$ cat config.mk
export PLATFORM = sky130hd
export DESIGN_NAME = hibrtc_core
export DESIGN_NICKNAME = d
export VERILOG_FILES = /design/src/core/hibrtc_pkg.sv /design/src/core/hibrtc_cal_match.sv /design/src/core/hibrtc_core.sv
export SDC_FILE = /design/constraint.sdc
export NUM_CORES = 1
export LEC_CHECK = 0
export ABC_AREA = 1
export CAP_MARGIN = 0
export CORE_MARGIN = 2
export CORE_UTILIZATION = 40
export CTS_CLUSTER_SIZE = 20
export DETAILED_ROUTE_END_ITERATION = 8
export DONT_BUFFER_PORTS = 1
export PLACE_DENSITY_LB_ADDON = 0.25
export SLEW_MARGIN = 20
export SYNTH_ARGS = -nofsm -noshare
export SYNTH_HDL_FRONTEND = slang
export SYNTH_SLANG_ARGS = --single-unit
$ cat constraint.sdc
create_clock -name clk -period 1.43 [get_ports clk]
set_input_delay 0.286 -clock clk [delete_from_list [all_inputs] [get_ports clk]]
set_output_delay 0.286 -clock clk [all_outputs]
set_load 0.05 [all_outputs]
$ cat src/core/hibrtc_pkg.sv
package hibrtc_pkg;

    // ------------------------------------------------------------------
    // Register offsets
    // ------------------------------------------------------------------
    localparam logic [7:0] ADDR_CTRL = 8'h00;
    localparam logic [7:0] ADDR_STATUS = 8'h04;
    localparam logic [7:0] ADDR_RIS = 8'h08;
    localparam logic [7:0] ADDR_IEN = 8'h0C;
    localparam logic [7:0] ADDR_ICLR = 8'h10;
    localparam logic [7:0] ADDR_CLKCFG = 8'h14;
    localparam logic [7:0] ADDR_MODE = 8'h18;
    localparam logic [7:0] ADDR_TIME = 8'h1C;
    localparam logic [7:0] ADDR_MATCH = 8'h20;
    localparam logic [7:0] ADDR_BATTHR = 8'h24;

    // ------------------------------------------------------------------
    // Field positions
    // ------------------------------------------------------------------
    localparam int CTRL_BATSTART = 0;
    localparam int CTRL_HIBREQ = 1;
    localparam int STAT_BUSY = 0;
    localparam int STAT_HIBPEND = 1;
    localparam int STAT_WRBUSY = 2;
    localparam int INT_LOWBAT = 0;
    localparam int INT_MATCH = 1;
    localparam int INT_WRDONE = 2;
    localparam int NUM_INT = 3;
    localparam int CFG_OSCPD = 0;
    localparam int CFG_HIDRIVE = 1;
    localparam int CFG_LODRIVE = 2;
    localparam int CFG_SLOWOSC = 3;
    localparam int CFG_SYSCLK = 4;
    localparam int CFG_ALTCLK = 5;
    localparam int CFG_WRSTALL = 6;
    localparam int CFG_WIDTH = 7;

    // ------------------------------------------------------------------
    // Reset values and constants
    // ------------------------------------------------------------------
    localparam logic [CFG_WIDTH-1:0] CLKCFG_RST = 7'h00;
    localparam logic [7:0] BATTHR_RST = 8'h80;
    localparam logic [7:0] WILDCARD = 8'hFF;
    localparam logic [31:0] MATCH_RST = 32'hFFFFFFFF;

    // ------------------------------------------------------------------
    // Timing
    // ------------------------------------------------------------------
    localparam int CLK_MHZ = 100;
    localparam int BATCHK_NS = 1000;
    localparam int BATCHK_CYC = (BATCHK_NS * CLK_MHZ) / 1000;
    localparam int WRDONE_NS = 50;
    localparam int WRDONE_CYC = (WRDONE_NS * CLK_MHZ) / 1000;

    typedef enum logic [1:0] {
        MODE_SECONDS,
        MODE_CAL24,
        MODE_CAL12
    } hibrtc_mode_t;

endpackage

$ cat src/core/hibrtc_cal_match.sv
`timescale 1ns/1ps
module hibrtc_cal_match (
    // Current calendar time: day, hour, minute, second bytes
    input wire logic [31:0] calTime,
    // Match value, same layout
    input wire logic [31:0] calMatch,
    // Calendar mode active
    input wire logic calActive,
    // Result
    output logic isMatch
);
    logic [3:0] fieldHit;

    genvar i;
    generate
        for (i = 0; i < 4; i++) begin : gField
            assign fieldHit[i] = (calMatch[8*i+7:8*i] == hibrtc_pkg::WILDCARD) ||
                (calMatch[8*i+7:8*i] == calTime[8*i+7:8*i]);
        end
    endgenerate

    // With the day byte wildcarded the match recurs daily.
    assign isMatch = calActive && (&fieldHit);
endmodule

$ cat src/core/hibrtc_core.sv
// The address map and strobed register access were left to the implementer.
`timescale 1ns/1ps
module hibrtc_core (
    // Clock and reset
    input wire logic clk,
    input wire logic rst_n,
    // Register port
    input wire logic [7:0] regAddr,
    input wire logic [31:0] regWdata,
    input wire logic regWrite,
    input wire logic regRead,
    output logic [31:0] regRdata,
    output logic busStall,
    // Battery measurement
    input wire logic [7:0] batteryLevel,
    // Calendar time from the counter
    input wire logic [31:0] calTime,
    // Oscillator and clock controls
    output logic oscPowerDown,
    output logic crystalStrongDrive,
    output logic crystalWeakDrive,
    output logic slowOscSelect,
    output logic clockOutToSystem,
    output logic clockOutAlt,
    output logic [1:0] counterMode,
    // Hibernation
    output logic hibernateGo,
    // Interrupt
    output logic irq
);
    // ------------------------------------------------------------------
    // State
    // ------------------------------------------------------------------
    typedef enum logic {CHK_IDLE, CHK_RUN} hibrtc_chk_t;

    hibrtc_chk_t chk_reg, chk_next;
    logic [15:0] chkCnt_reg, chkCnt_next;
    logic hibPend_reg, hibPend_next;
    logic hibGo_reg, hibGo_next;
    logic [hibrtc_pkg::NUM_INT-1:0] ris_reg, ris_next;
    logic [hibrtc_pkg::NUM_INT-1:0] ien_reg, ien_next;
    logic [hibrtc_pkg::CFG_WIDTH-1:0] cfg_reg, cfg_next;
    logic [1:0] mode_reg, mode_next;
    logic [31:0] match_reg, match_next;
    logic [7:0] thr_reg, thr_next;
    logic [7:0] wrCnt_reg, wrCnt_next;
    logic matchPrev_reg, matchPrev_next;
    logic [31:0] rdata_reg, rdata_next;
    logic calMatch;
    logic chkDone;
    logic [hibrtc_pkg::NUM_INT-1:0] evt;

    hibrtc_cal_match hibrtc_cal_match_i (
        .calTime(calTime),
        .calMatch(match_reg),
        .calActive(mode_reg != 2'(hibrtc_pkg::MODE_SECONDS)),
        .isMatch(calMatch)
    );

    // ------------------------------------------------------------------
    // Next state
    // ------------------------------------------------------------------
    always_comb begin
        chk_next = chk_reg;
        chkCnt_next = chkCnt_reg;
        hibPend_next = hibPend_reg;
        hibGo_next = 1'b0;
        ien_next = ien_reg;
        cfg_next = cfg_reg;
        mode_next = mode_reg;
        match_next = match_reg;
        thr_next = thr_reg;
        wrCnt_next = (wrCnt_reg != 8'h00) ? wrCnt_reg - 8'h01 : 8'h00;
        matchPrev_next = calMatch;
        chkDone = 1'b0;
        evt = '0;
        case (chk_reg)
            CHK_IDLE: begin
                if (regWrite && regAddr == hibrtc_pkg::ADDR_CTRL &&
                    regWdata[hibrtc_pkg::CTRL_BATSTART]) begin
                    chk_next = CHK_RUN;
                    chkCnt_next = 16'(hibrtc_pkg::BATCHK_CYC - 1);
                end
            end
            CHK_RUN: begin
                if (chkCnt_reg == 16'h0000) begin
                    chk_next = CHK_IDLE;
                    chkDone = 1'b1;
                end else begin
                    chkCnt_next = chkCnt_reg - 16'h0001;
                end
            end
            default: chk_next = CHK_IDLE;
        endcase
        evt[hibrtc_pkg::INT_LOWBAT] = chkDone && (batteryLevel < thr_reg);
        evt[hibrtc_pkg::INT_MATCH] = calMatch && !matchPrev_reg;
        evt[hibrtc_pkg::INT_WRDONE] = (wrCnt_reg == 8'h01);
        if (regWrite) begin
            wrCnt_next = 8'(hibrtc_pkg::WRDONE_CYC);
            case (regAddr)
                hibrtc_pkg::ADDR_CTRL: begin
                    if (regWdata[hibrtc_pkg::CTRL_HIBREQ]) hibPend_next = 1'b1;
                end
                hibrtc_pkg::ADDR_IEN: ien_next = regWdata[hibrtc_pkg::NUM_INT-1:0];
                hibrtc_pkg::ADDR_CLKCFG: begin
                    cfg_next = regWdata[hibrtc_pkg::CFG_WIDTH-1:0];
                    // Strong and weak drive are exclusive; strong wins.
                    if (regWdata[hibrtc_pkg::CFG_HIDRIVE]) begin
                        cfg_next[hibrtc_pkg::CFG_LODRIVE] = 1'b0;
                    end
                end
                hibrtc_pkg::ADDR_MODE: begin
                    // Undefined codes fall back to the seconds counter.
                    if (regWdata[1:0] == 2'(hibrtc_pkg::MODE_CAL24) ||
                        regWdata[1:0] == 2'(hibrtc_pkg::MODE_CAL12)) begin
                        mode_next = regWdata[1:0];
                    end else begin
                        mode_next = 2'(hibrtc_pkg::MODE_SECONDS);
                    end
                end
                hibrtc_pkg::ADDR_MATCH: match_next = regWdata;
                hibrtc_pkg::ADDR_BATTHR: thr_next = regWdata[7:0];
                default: ;
            endcase
        end
        if (hibPend_reg && chk_reg == CHK_IDLE) begin
            hibPend_next = 1'b0;
            hibGo_next = 1'b1;
        end
        ris_next = ris_reg;
        if (regWrite && regAddr == hibrtc_pkg::ADDR_ICLR) begin
            ris_next = ris_reg & ~regWdata[hibrtc_pkg::NUM_INT-1:0];
        end
        ris_next = ris_next | evt;
        rdata_next = 32'h00000000;
        if (regRead) begin
            case (regAddr)
                hibrtc_pkg::ADDR_CTRL: rdata_next = 32'h00000000;
                hibrtc_pkg::ADDR_STATUS: begin
                    rdata_next[hibrtc_pkg::STAT_BUSY] = (chk_reg == CHK_RUN);
                    rdata_next[hibrtc_pkg::STAT_HIBPEND] = hibPend_reg;
                    rdata_next[hibrtc_pkg::STAT_WRBUSY] = (wrCnt_reg != 8'h00);
                end
                hibrtc_pkg::ADDR_RIS: rdata_next[hibrtc_pkg::NUM_INT-1:0] = ris_reg;
                hibrtc_pkg::ADDR_IEN: rdata_next[hibrtc_pkg::NUM_INT-1:0] = ien_reg;
                hibrtc_pkg::ADDR_CLKCFG: rdata_next[hibrtc_pkg::CFG_WIDTH-1:0] = cfg_reg;
                hibrtc_pkg::ADDR_MODE: rdata_next[1:0] = mode_reg;
                hibrtc_pkg::ADDR_TIME: rdata_next = calTime;
                hibrtc_pkg::ADDR_MATCH: rdata_next = match_reg;
                hibrtc_pkg::ADDR_BATTHR: rdata_next[7:0] = thr_reg;
                default: rdata_next = 32'h00000000;
            endcase
        end
    end

    // ------------------------------------------------------------------
    // Registers
    // ------------------------------------------------------------------
    always_ff @(posedge clk) begin
        if (!rst_n) begin
            chk_reg <= CHK_IDLE;
            chkCnt_reg <= 16'h0000;
            hibPend_reg <= 1'b0;
            hibGo_reg <= 1'b0;
            ris_reg <= '0;
            ien_reg <= '0;
            cfg_reg <= hibrtc_pkg::CLKCFG_RST;
            mode_reg <= 2'(hibrtc_pkg::MODE_SECONDS);
            match_reg <= hibrtc_pkg::MATCH_RST;
            thr_reg <= hibrtc_pkg::BATTHR_RST;
            wrCnt_reg <= 8'h00;
            matchPrev_reg <= 1'b0;
            rdata_reg <= 32'h00000000;
        end else begin
            chk_reg <= chk_next;
            chkCnt_reg <= chkCnt_next;
            hibPend_reg <= hibPend_next;
            hibGo_reg <= hibGo_next;
            ris_reg <= ris_next;
            ien_reg <= ien_next;
            cfg_reg <= cfg_next;
            mode_reg <= mode_next;
            match_reg <= match_next;
            thr_reg <= thr_next;
            wrCnt_reg <= wrCnt_next;
            matchPrev_reg <= matchPrev_next;
            rdata_reg <= rdata_next;
        end
    end

    // ------------------------------------------------------------------
    // Outputs
    // ------------------------------------------------------------------
    assign regRdata = rdata_reg;
    assign irq = |(ris_reg & ien_reg);
    assign oscPowerDown = cfg_reg[hibrtc_pkg::CFG_OSCPD];
    assign crystalStrongDrive = cfg_reg[hibrtc_pkg::CFG_HIDRIVE];
    assign crystalWeakDrive = cfg_reg[hibrtc_pkg::CFG_LODRIVE];
    assign slowOscSelect = cfg_reg[hibrtc_pkg::CFG_SLOWOSC];
    assign clockOutToSystem = cfg_reg[hibrtc_pkg::CFG_SYSCLK];
    assign clockOutAlt = cfg_reg[hibrtc_pkg::CFG_ALTCLK];
    // The stall holds while a write is still settling.
    assign busStall = cfg_reg[hibrtc_pkg::CFG_WRSTALL] && (wrCnt_reg != 8'h00);
    assign counterMode = mode_reg;
    assign hibernateGo = hibGo_reg;
endmodule

==> impl_summary.log, run 1 <==
INFO  metric failed_checks = setup timing
INFO  metric syn_inst = 808
INFO  metric dr.pass1.iters = 6
INFO  metric flow.area_growth_from_synthesis = 37.0%
INFO  metric avgViaCountPerCell = 5.07
INFO  metric finalClockSkew = 0.00623 ns
INFO  metric total_wire_length = 17200 um
INFO  metric synth-edff-count = 0
INFO  metric regArea = 0.00235 mm^2
INFO  metric post_dp_cell_area = 0.00648 mm^2
INFO  metric numCtsBuffers = 17
INFO  metric clock_path_buffers = 2
INFO  metric synthDominantCellAreaShare = 40.1%
INFO  metric crit_path_end_kind = output port
INFO  metric placement.io_buffers = 0
INFO  metric grt_overflow_total = 0
INFO  metric insertion_delay = 0.42 ns
INFO  metric ys_top_cells_by_count = sky130_fd_sc_hd__nand2_1 (187), sky130_fd_sc_hd__dfxtp_1 (115), sky130_fd_sc_hd__inv_1 (96)
INFO  metric cts_num_sinks = 115
INFO  metric syn-mean-instance-area = 7.11 um^2
INFO  metric grt_first_pass_wirelength = 26100 um
INFO  metric maximum_level_of_the_cts_h_tree = 4
INFO  metric totalNegativeSetupSlack = -0.273 ns
INFO  metric drt_iter0_markers = 371
INFO  metric synth-main-ff-cell = sky130_fd_sc_hd__dfxtp_1
INFO  metric setup_viol = 4
INFO  metric synth.most_common_cell = sky130_fd_sc_hd__nand2_1
INFO  metric yosysTopAreaCell = sky130_fd_sc_hd__dfxtp_1
INFO  metric p_per_area = 1060 mW/mm^2
INFO  metric placement_rows = 43
INFO  metric syn_nets = 904
INFO  metric postLayoutSetupSlackWorst = -0.199 ns
INFO  metric timing.final.crit_period = 1.63 ns
INFO  metric hpwlAfterDp = 11900 um
INFO  metric rsz0062_at_grt = yes
INFO  metric timing.final.hold_violations = 0
INFO  metric status = finished with violations
INFO  metric filler_cell_count = 1251
INFO  metric fp.coreArea = 0.0139 mm^2
INFO  metric maxSlewHeadroom = 61.6%
INFO  metric yosys_warnings = 0
INFO  metric post-layout-total-power = 8.34 mW
INFO  metric cp_data_required_time = 1.14 ns
INFO  metric vias_in_the_first_global_route = 5198
INFO  metric synth_area_leaders = sky130_fd_sc_hd__dfxtp_1 (40%), sky130_fd_sc_hd__nand2_1 (12%), sky130_fd_sc_hd__inv_1 (6.3%)
INFO  metric pin_count = 127
INFO  metric clkTransAtPathRegs = 0.06 ns
INFO  metric post_synth_instance_area = 0.00574 mm^2
INFO  metric min-delay-path-class = primary input to flop
INFO  metric dr_total_vias = 5598
INFO  metric antenna_found_initial = 0
INFO  metric layout.nets = 1007
INFO  metric ir_drop = 834 uV
INFO  metric post-route-util = 56.5%
INFO  metric ys_ff_latch = 115
INFO  metric timing.setup.critical_path_class = flop to output port
INFO  metric die_h = 124 um
INFO  metric p_leak = 3.37 nW
INFO  metric layout-drive-gt1-share = 28.2%
INFO  metric groute.usage.overall = 22.4%
INFO  metric synth_cell_type_count = 44
INFO  metric path_max_fanout = 5
INFO  metric max_cap_check_violation_count = 0
INFO  metric grt_start_max_net_pins = 35
INFO  metric postRouteAntennaNets = 0
INFO  metric initial_utilization = 41.2%
INFO  metric antennaDiodeCount = 0
INFO  metric layout.cell_area.non_filler = 0.00787 mm^2
INFO  metric worstMarginPinSlew = 0.575 ns
INFO  metric launching_element_type_of_the_critical_path = flop
INFO  metric worstPathArrival = 1.34 ns
INFO  metric cts_tree = yes
INFO  metric yosysSeqAreaShare = 40.1%
INFO  metric max_frequency = 614 MHz
INFO  metric gp_weighted_congestion = 0.837
INFO  metric dieArea = 0.0153 mm^2
INFO  metric final_min_period_over_clock_period = 114%
INFO  metric drc = 0
INFO  metric fraction_of_synthesis_flops_using_an_asynchronous_set_or_reset_pin = 0%
INFO  metric die_w = 124 um
INFO  metric drv_slew = 0
INFO  metric clock-root-buffer = sky130_fd_sc_hd__clkbuf_16
INFO  metric multi_input_comb_area = 0.00325 mm^2
INFO  metric wl_per_instance = 15.6 um
## worst max-delay path, stage by stage, from the launching register on
cell,delay (ns)
sky130_fd_sc_hd__dfxtp_4,0.36
sky130_fd_sc_hd__nor2_4,0.11
sky130_fd_sc_hd__nand3_2,0.10
sky130_fd_sc_hd__nor2_4,0.15
sky130_fd_sc_hd__nor2_4,0.05
sky130_fd_sc_hd__buf_12,0.15
## per-stage QoR
step                      std cells  hold WS (ns)  setup WS [ns]
after global placement         1034         0.384        -0.0575
after global routing           1104      0.000699         -0.248
final                          1104       0.00819         -0.199
after floorplan                 808         0.399         0.0109
after detailed placement       1034         0.383        -0.0669
after CTS                      1100       0.00111         -0.200
## worst paths after layout
kind                                    from      endpoint  slack (ns)  cells past startpoint
worst max-delay path            wrCnt_reg[5]      busStall       -0.20                      5
worst max register to register  wrCnt_reg[1]   regRdata[2]       -0.01                      9
worst min register to register  wrCnt_reg[4]  wrCnt_reg[4]        0.47                      2
worst min-delay path             calTime[23]  regRdata[23]       0.008                      2
## layout by cell type (no fill, tap or decap), types with 6 or more instances in the layout
cell                            netlist  layout
sky130_fd_sc_hd__a21oi_1             65      54
sky130_fd_sc_hd__a21oi_2              1      12
sky130_fd_sc_hd__buf_12               0       9
sky130_fd_sc_hd__buf_4                4      72
sky130_fd_sc_hd__buf_6                3       6
sky130_fd_sc_hd__clkbuf_16            0      17
sky130_fd_sc_hd__clkinv_2             0       7
sky130_fd_sc_hd__dfxtp_1            115      86
sky130_fd_sc_hd__dfxtp_2              0      25
sky130_fd_sc_hd__dlygate4sd3_1        0      25
sky130_fd_sc_hd__ha_1                12       8
sky130_fd_sc_hd__inv_1               96      83
sky130_fd_sc_hd__inv_2                6      16
sky130_fd_sc_hd__nand2_1            187     173
sky130_fd_sc_hd__nand2_2              3      16
sky130_fd_sc_hd__nand3_1             68      65
sky130_fd_sc_hd__nand4_1             16      16
sky130_fd_sc_hd__nor2_1              74      49
sky130_fd_sc_hd__nor2_2               9      20
sky130_fd_sc_hd__nor2_4               1      15
sky130_fd_sc_hd__o211ai_1            20      20
sky130_fd_sc_hd__o21ai_0             28      25
sky130_fd_sc_hd__o22ai_1             11      11
sky130_fd_sc_hd__xnor2_1             15      15
sky130_fd_sc_hd__xor2_1              13      13
## area by class of cell
| class | instances | share of cell area (%) |
|---|---|---|
| clock buffers | 21 | 5.85 |
| clock inverters | 11 | 1.70 |
| inverters | 103 | 5.07 |
| multi-input cells | 561 | 41.3 |
| flip-flops and latches | 115 | 29.9 |
| well taps | 180 | 2.86 |
| repair buffers | 113 | 13.4 |
## routing by layer
metal | share of wire, % | track usage (%) | vias to the layer above
li1 | - | - | 2845
met1 | 43 | 28.6 | 2557
met2 | 47 | 35.8 | 169
met3 | 7.9 | 7.14 | 27
met4 | 1.7 | 7.46 | 0
met5 | 0 | 0 | -
## where the power goes
| group | switching [mW] | internal (mW) | total, mW |
|---|---|---|---|
| registers | 0.0409 | 3.25 | 3.29 |
| clock network | 1.51 | 2.81 | 4.32 |
| logic | 0.385 | 0.341 | 0.726 |
| total | 1.94 | 6.40 | 8.34 |
## cell families after synthesis
kind of cell | count (synthesis) | synth area share (%)
DFF | 115 | 40.1
buffers and inverters | 132 | 9.50
adders and majority gates | 12 | 2.61
xor gates and xnor gates | 28 | 4.27
AOI/OAI and AO/OA | 140 | 13.9
and+or+nand+nor | 381 | 29.6
## what timing repair did
item                                   in CTS  in global routing
setup endpoints to repair                  18                 20
hold buffers                               24                  2
endpoints found under the hold margin      36                  2
gates resized for setup                    45                102
pin swaps                                  13                 33
buffers inserted                           10                  4
(Power assumes the default switching activity.)
==> run 2, diff against run 1 <==
--- a/config.mk
+++ b/config.mk
@@ -9,6 +9,7 @@
 export CAP_MARGIN = 0
 export CORE_MARGIN = 2
 export CORE_UTILIZATION = 40
+export CTS_BUF_LIST = sky130_fd_sc_hd__clkbuf_4
 export CTS_CLUSTER_SIZE = 20
 export DETAILED_ROUTE_END_ITERATION = 8
 export DONT_BUFFER_PORTS = 1
==> run 2 against run 1 <==
The flow still finishes with violations (setup timing); setup slack worse by 0.14 ns; global-route usage up 0.16 points; count of clock-buffer cells in the layout fell by 2; sequential cell count unchanged; sequential share of layout area is 0.13 points lower; clock power is 42% lower; via count increased by 3.7%; critical path depth is the same; worst hold slack better by 0.022 ns; register-to-register slack got worse by 0.02 ns; sequential power hardly changed; core utilization increased by 1.6 points.
==> impl_summary.log, run 2 (same netlist as run 1, synthesis figures left out) <==
INFO  metric clock-root-buffer = sky130_fd_sc_hd__clkbuf_4
INFO  metric launching_element_type_of_the_critical_path = flop
INFO  metric critPathCapture = busStall
INFO  metric top_signal_layer_used = met4
INFO  metric placement.io_buffers = 0
INFO  metric setup_viol = 7
INFO  metric p_per_area = 822 mW/mm^2
INFO  metric timing.final.hold_violations = 0
INFO  metric layout.cells.non_filler = 1148
INFO  metric initial_utilization = 41.2%
INFO  metric internal-power = 4.89 mW
INFO  metric power.clock.fraction = 37.7%
INFO  metric dp_slack = -0.0669 ns
INFO  metric groute.usage.overall = 22.6%
INFO  metric met2_length = 8340 um
INFO  metric post_dp_cell_area = 0.00648 mm^2
INFO  metric timing.setup.critical_path_class = flop to output port
INFO  metric flow.area_growth_from_synthesis = 40.9%
INFO  metric hpwlAfterDp = 11900 um
INFO  metric worstPathArrival = 1.48 ns
INFO  metric maximum_level_of_the_cts_h_tree = 4
INFO  metric insertion_delay = 0.55 ns
INFO  metric met3_wirelength = 1400 um
INFO  metric p_leak = 3.46 nW
INFO  metric final_min_period_over_clock_period = 124%
INFO  metric timing.hold.worst_path_depth = 4
INFO  metric drt_iter0_markers = 412
INFO  metric r2r_cell_count = 9
INFO  metric postRouteAntennaNets = 0
INFO  metric status = finished with violations
INFO  metric grt_first_pass_wirelength = 26400 um
INFO  metric grt_overflow_total = 0
INFO  metric worstMarginPinSlew = 0.365 ns
INFO  metric antennaDiodeCount = 0
INFO  metric wl_per_instance = 15.5 um
INFO  metric final_cell_mix = sky130_fd_sc_hd__nand2_1 (174), sky130_fd_sc_hd__inv_1 (86), sky130_fd_sc_hd__buf_4 (69)
INFO  metric timing.final.crit_period = 1.77 ns
INFO  metric filler_cell_count = 1259
INFO  metric crit_path_end_kind = output port
INFO  metric dr_total_vias = 5805
INFO  metric vias_in_the_first_global_route = 5337
INFO  metric dp_cells = 1034
INFO  metric crit-reg2reg-launch = chkCnt_reg[5]
INFO  metric layout.nets = 1051
INFO  metric max_cap_check_violation_count = 0
INFO  metric grt_start_max_net_pins = 54
INFO  metric clkTransAtPathRegs = 0.11 ns
INFO  metric setup.worst_path.start = wrCnt_reg[6]
INFO  metric netSwitchingPower = 1.76 mW
INFO  metric power.share.switching = 26.5%
INFO  metric die_h = 124 um
INFO  metric timing.rr.end = chkCnt_reg[9]
INFO  metric ir_drop = 894 uV
INFO  metric sequentialPowerShare = 49.4%
INFO  metric rsz0062_at_grt = yes
INFO  metric totalNegativeSetupSlack = -0.645 ns
INFO  metric antenna_found_initial = 0
INFO  metric path_max_fanout = 3
INFO  metric gp_weighted_congestion = 0.837
INFO  metric drc = 0
INFO  metric total_wire_length = 17800 um
INFO  metric clock_path_buffers = 2
INFO  metric worst_hold_slack = 0.0300 ns
INFO  metric comb_power_share = 12.9%
INFO  metric dr.pass1.iters = 7
INFO  metric numCtsBuffers = 17
INFO  metric layout_commonest_cell = sky130_fd_sc_hd__nand2_1
INFO  metric layout.cell_area.non_filler = 0.00809 mm^2
INFO  metric max_frequency = 566 MHz
INFO  metric postLayoutSetupSlackWorst = -0.338 ns
INFO  metric finalClockSkew = 0.0208 ns
INFO  metric avgViaCountPerCell = 5.06
INFO  metric fp.coreArea = 0.0139 mm^2
INFO  metric min-delay-path-class = primary input to flop
INFO  metric layout-drive-gt1-share = 31.2%
INFO  metric die_w = 124 um
INFO  metric placement_rows = 43
INFO  metric ff2ff_setup_slack = -0.03 ns
INFO  metric cp_data_required_time = 1.14 ns
INFO  metric pin_count = 127
INFO  metric wirelength_met1 = 7660 um
INFO  metric drv_slew = 0
INFO  metric maxSlewHeadroom = 75.4%
INFO  metric cts_tree = yes
INFO  metric failed_checks = setup timing
INFO  metric dieArea = 0.0153 mm^2
INFO  metric cts_num_sinks = 115
## run 2: cell count changes in the layout (fill, tap and decap cells not counted), moves of 7 or more
cell                            before  now
sky130_fd_sc_hd__dfxtp_1            86   45
sky130_fd_sc_hd__clkbuf_16          17    0
sky130_fd_sc_hd__dlygate4sd3_1      25   63
sky130_fd_sc_hd__dfxtp_2            25   64
sky130_fd_sc_hd__clkbuf_4            0   19
sky130_fd_sc_hd__buf_6               6   13
## run 2: how the worst min path moves through the flow
stage	slack [ns]	start	to
after floorplan	0.40	regWdata[16]	match_reg[16]
after global placement	0.38	rst_n	match_reg[0]
after detailed placement	0.38	rst_n	match_reg[0]
after CTS	0.006	calTime[3]	regRdata[3]
after global routing	0.003	calTime[2]	regRdata[2]
final	0.03	calTime[2]	regRdata[2]
## run 2: per-stage QoR
step	total power [mW]	util (%)
4_1_cts	6.60	55.3
2_1_floorplan	3.74	-
5_1_grt	6.92	58.1
3_5_place_dp	3.85	46.5
3_3_place_gp	3.84	46.5
6_report	6.65	58.1
## run 2: final cells by class
cell class / count / area [um^2] / area share, %
Timing Repair Buffer: 157 / 1520 / 18.7
Multi-Input combinational cell: 561 / 3260 / 40.3
Inverter: 103 / 399 / 4.93
Sequential cell: 115 / 2400 / 29.7
Tap cell: 180 / 225 / 2.78
Clock buffer: 19 / 143 / 1.76
Clock inverter: 13 / 141 / 1.75
## run 2: what timing repair did
| item | 4_1_cts | 5_1_grt |
|---|---|---|
| hold buffers | 66 | 0 |
| hold endpoints to repair | 89 | 0 |
| resized for setup | 87 | 109 |
| pin swaps | 12 | 36 |
| buffers inserted | 10 | 6 |
| endpoints found under the setup margin | 54 | 29 |
## run 2: power by group through the flow
stage | clock (mW) | combinational (mW) | sequential, mW
4_1_cts | 2.54 | 0.776 | 3.28
6_report | 2.51 | 0.858 | 3.28
3_5_place_dp | 0 | 0.486 | 3.36
3_3_place_gp | 0 | 0.483 | 3.36
2_1_floorplan | 0 | 0.384 | 3.35
5_1_grt | 2.69 | 0.936 | 3.29
## run 2: critical path: stages, from the launching register on
cell,delay [ns]
sky130_fd_sc_hd__dfxtp_2,0.36
sky130_fd_sc_hd__nor2_4,0.11
sky130_fd_sc_hd__nand3_2,0.11
sky130_fd_sc_hd__nor2_4,0.16
sky130_fd_sc_hd__nor2_4,0.05
sky130_fd_sc_hd__buf_12,0.15
## run 2: routing by layer
layer  vias to the layer above  track usage, %
met1                      2655            28.0
met4                         0            8.03
met2                       197            36.5
met3                        30            7.51
li1                       2923               -
met5                         -               0
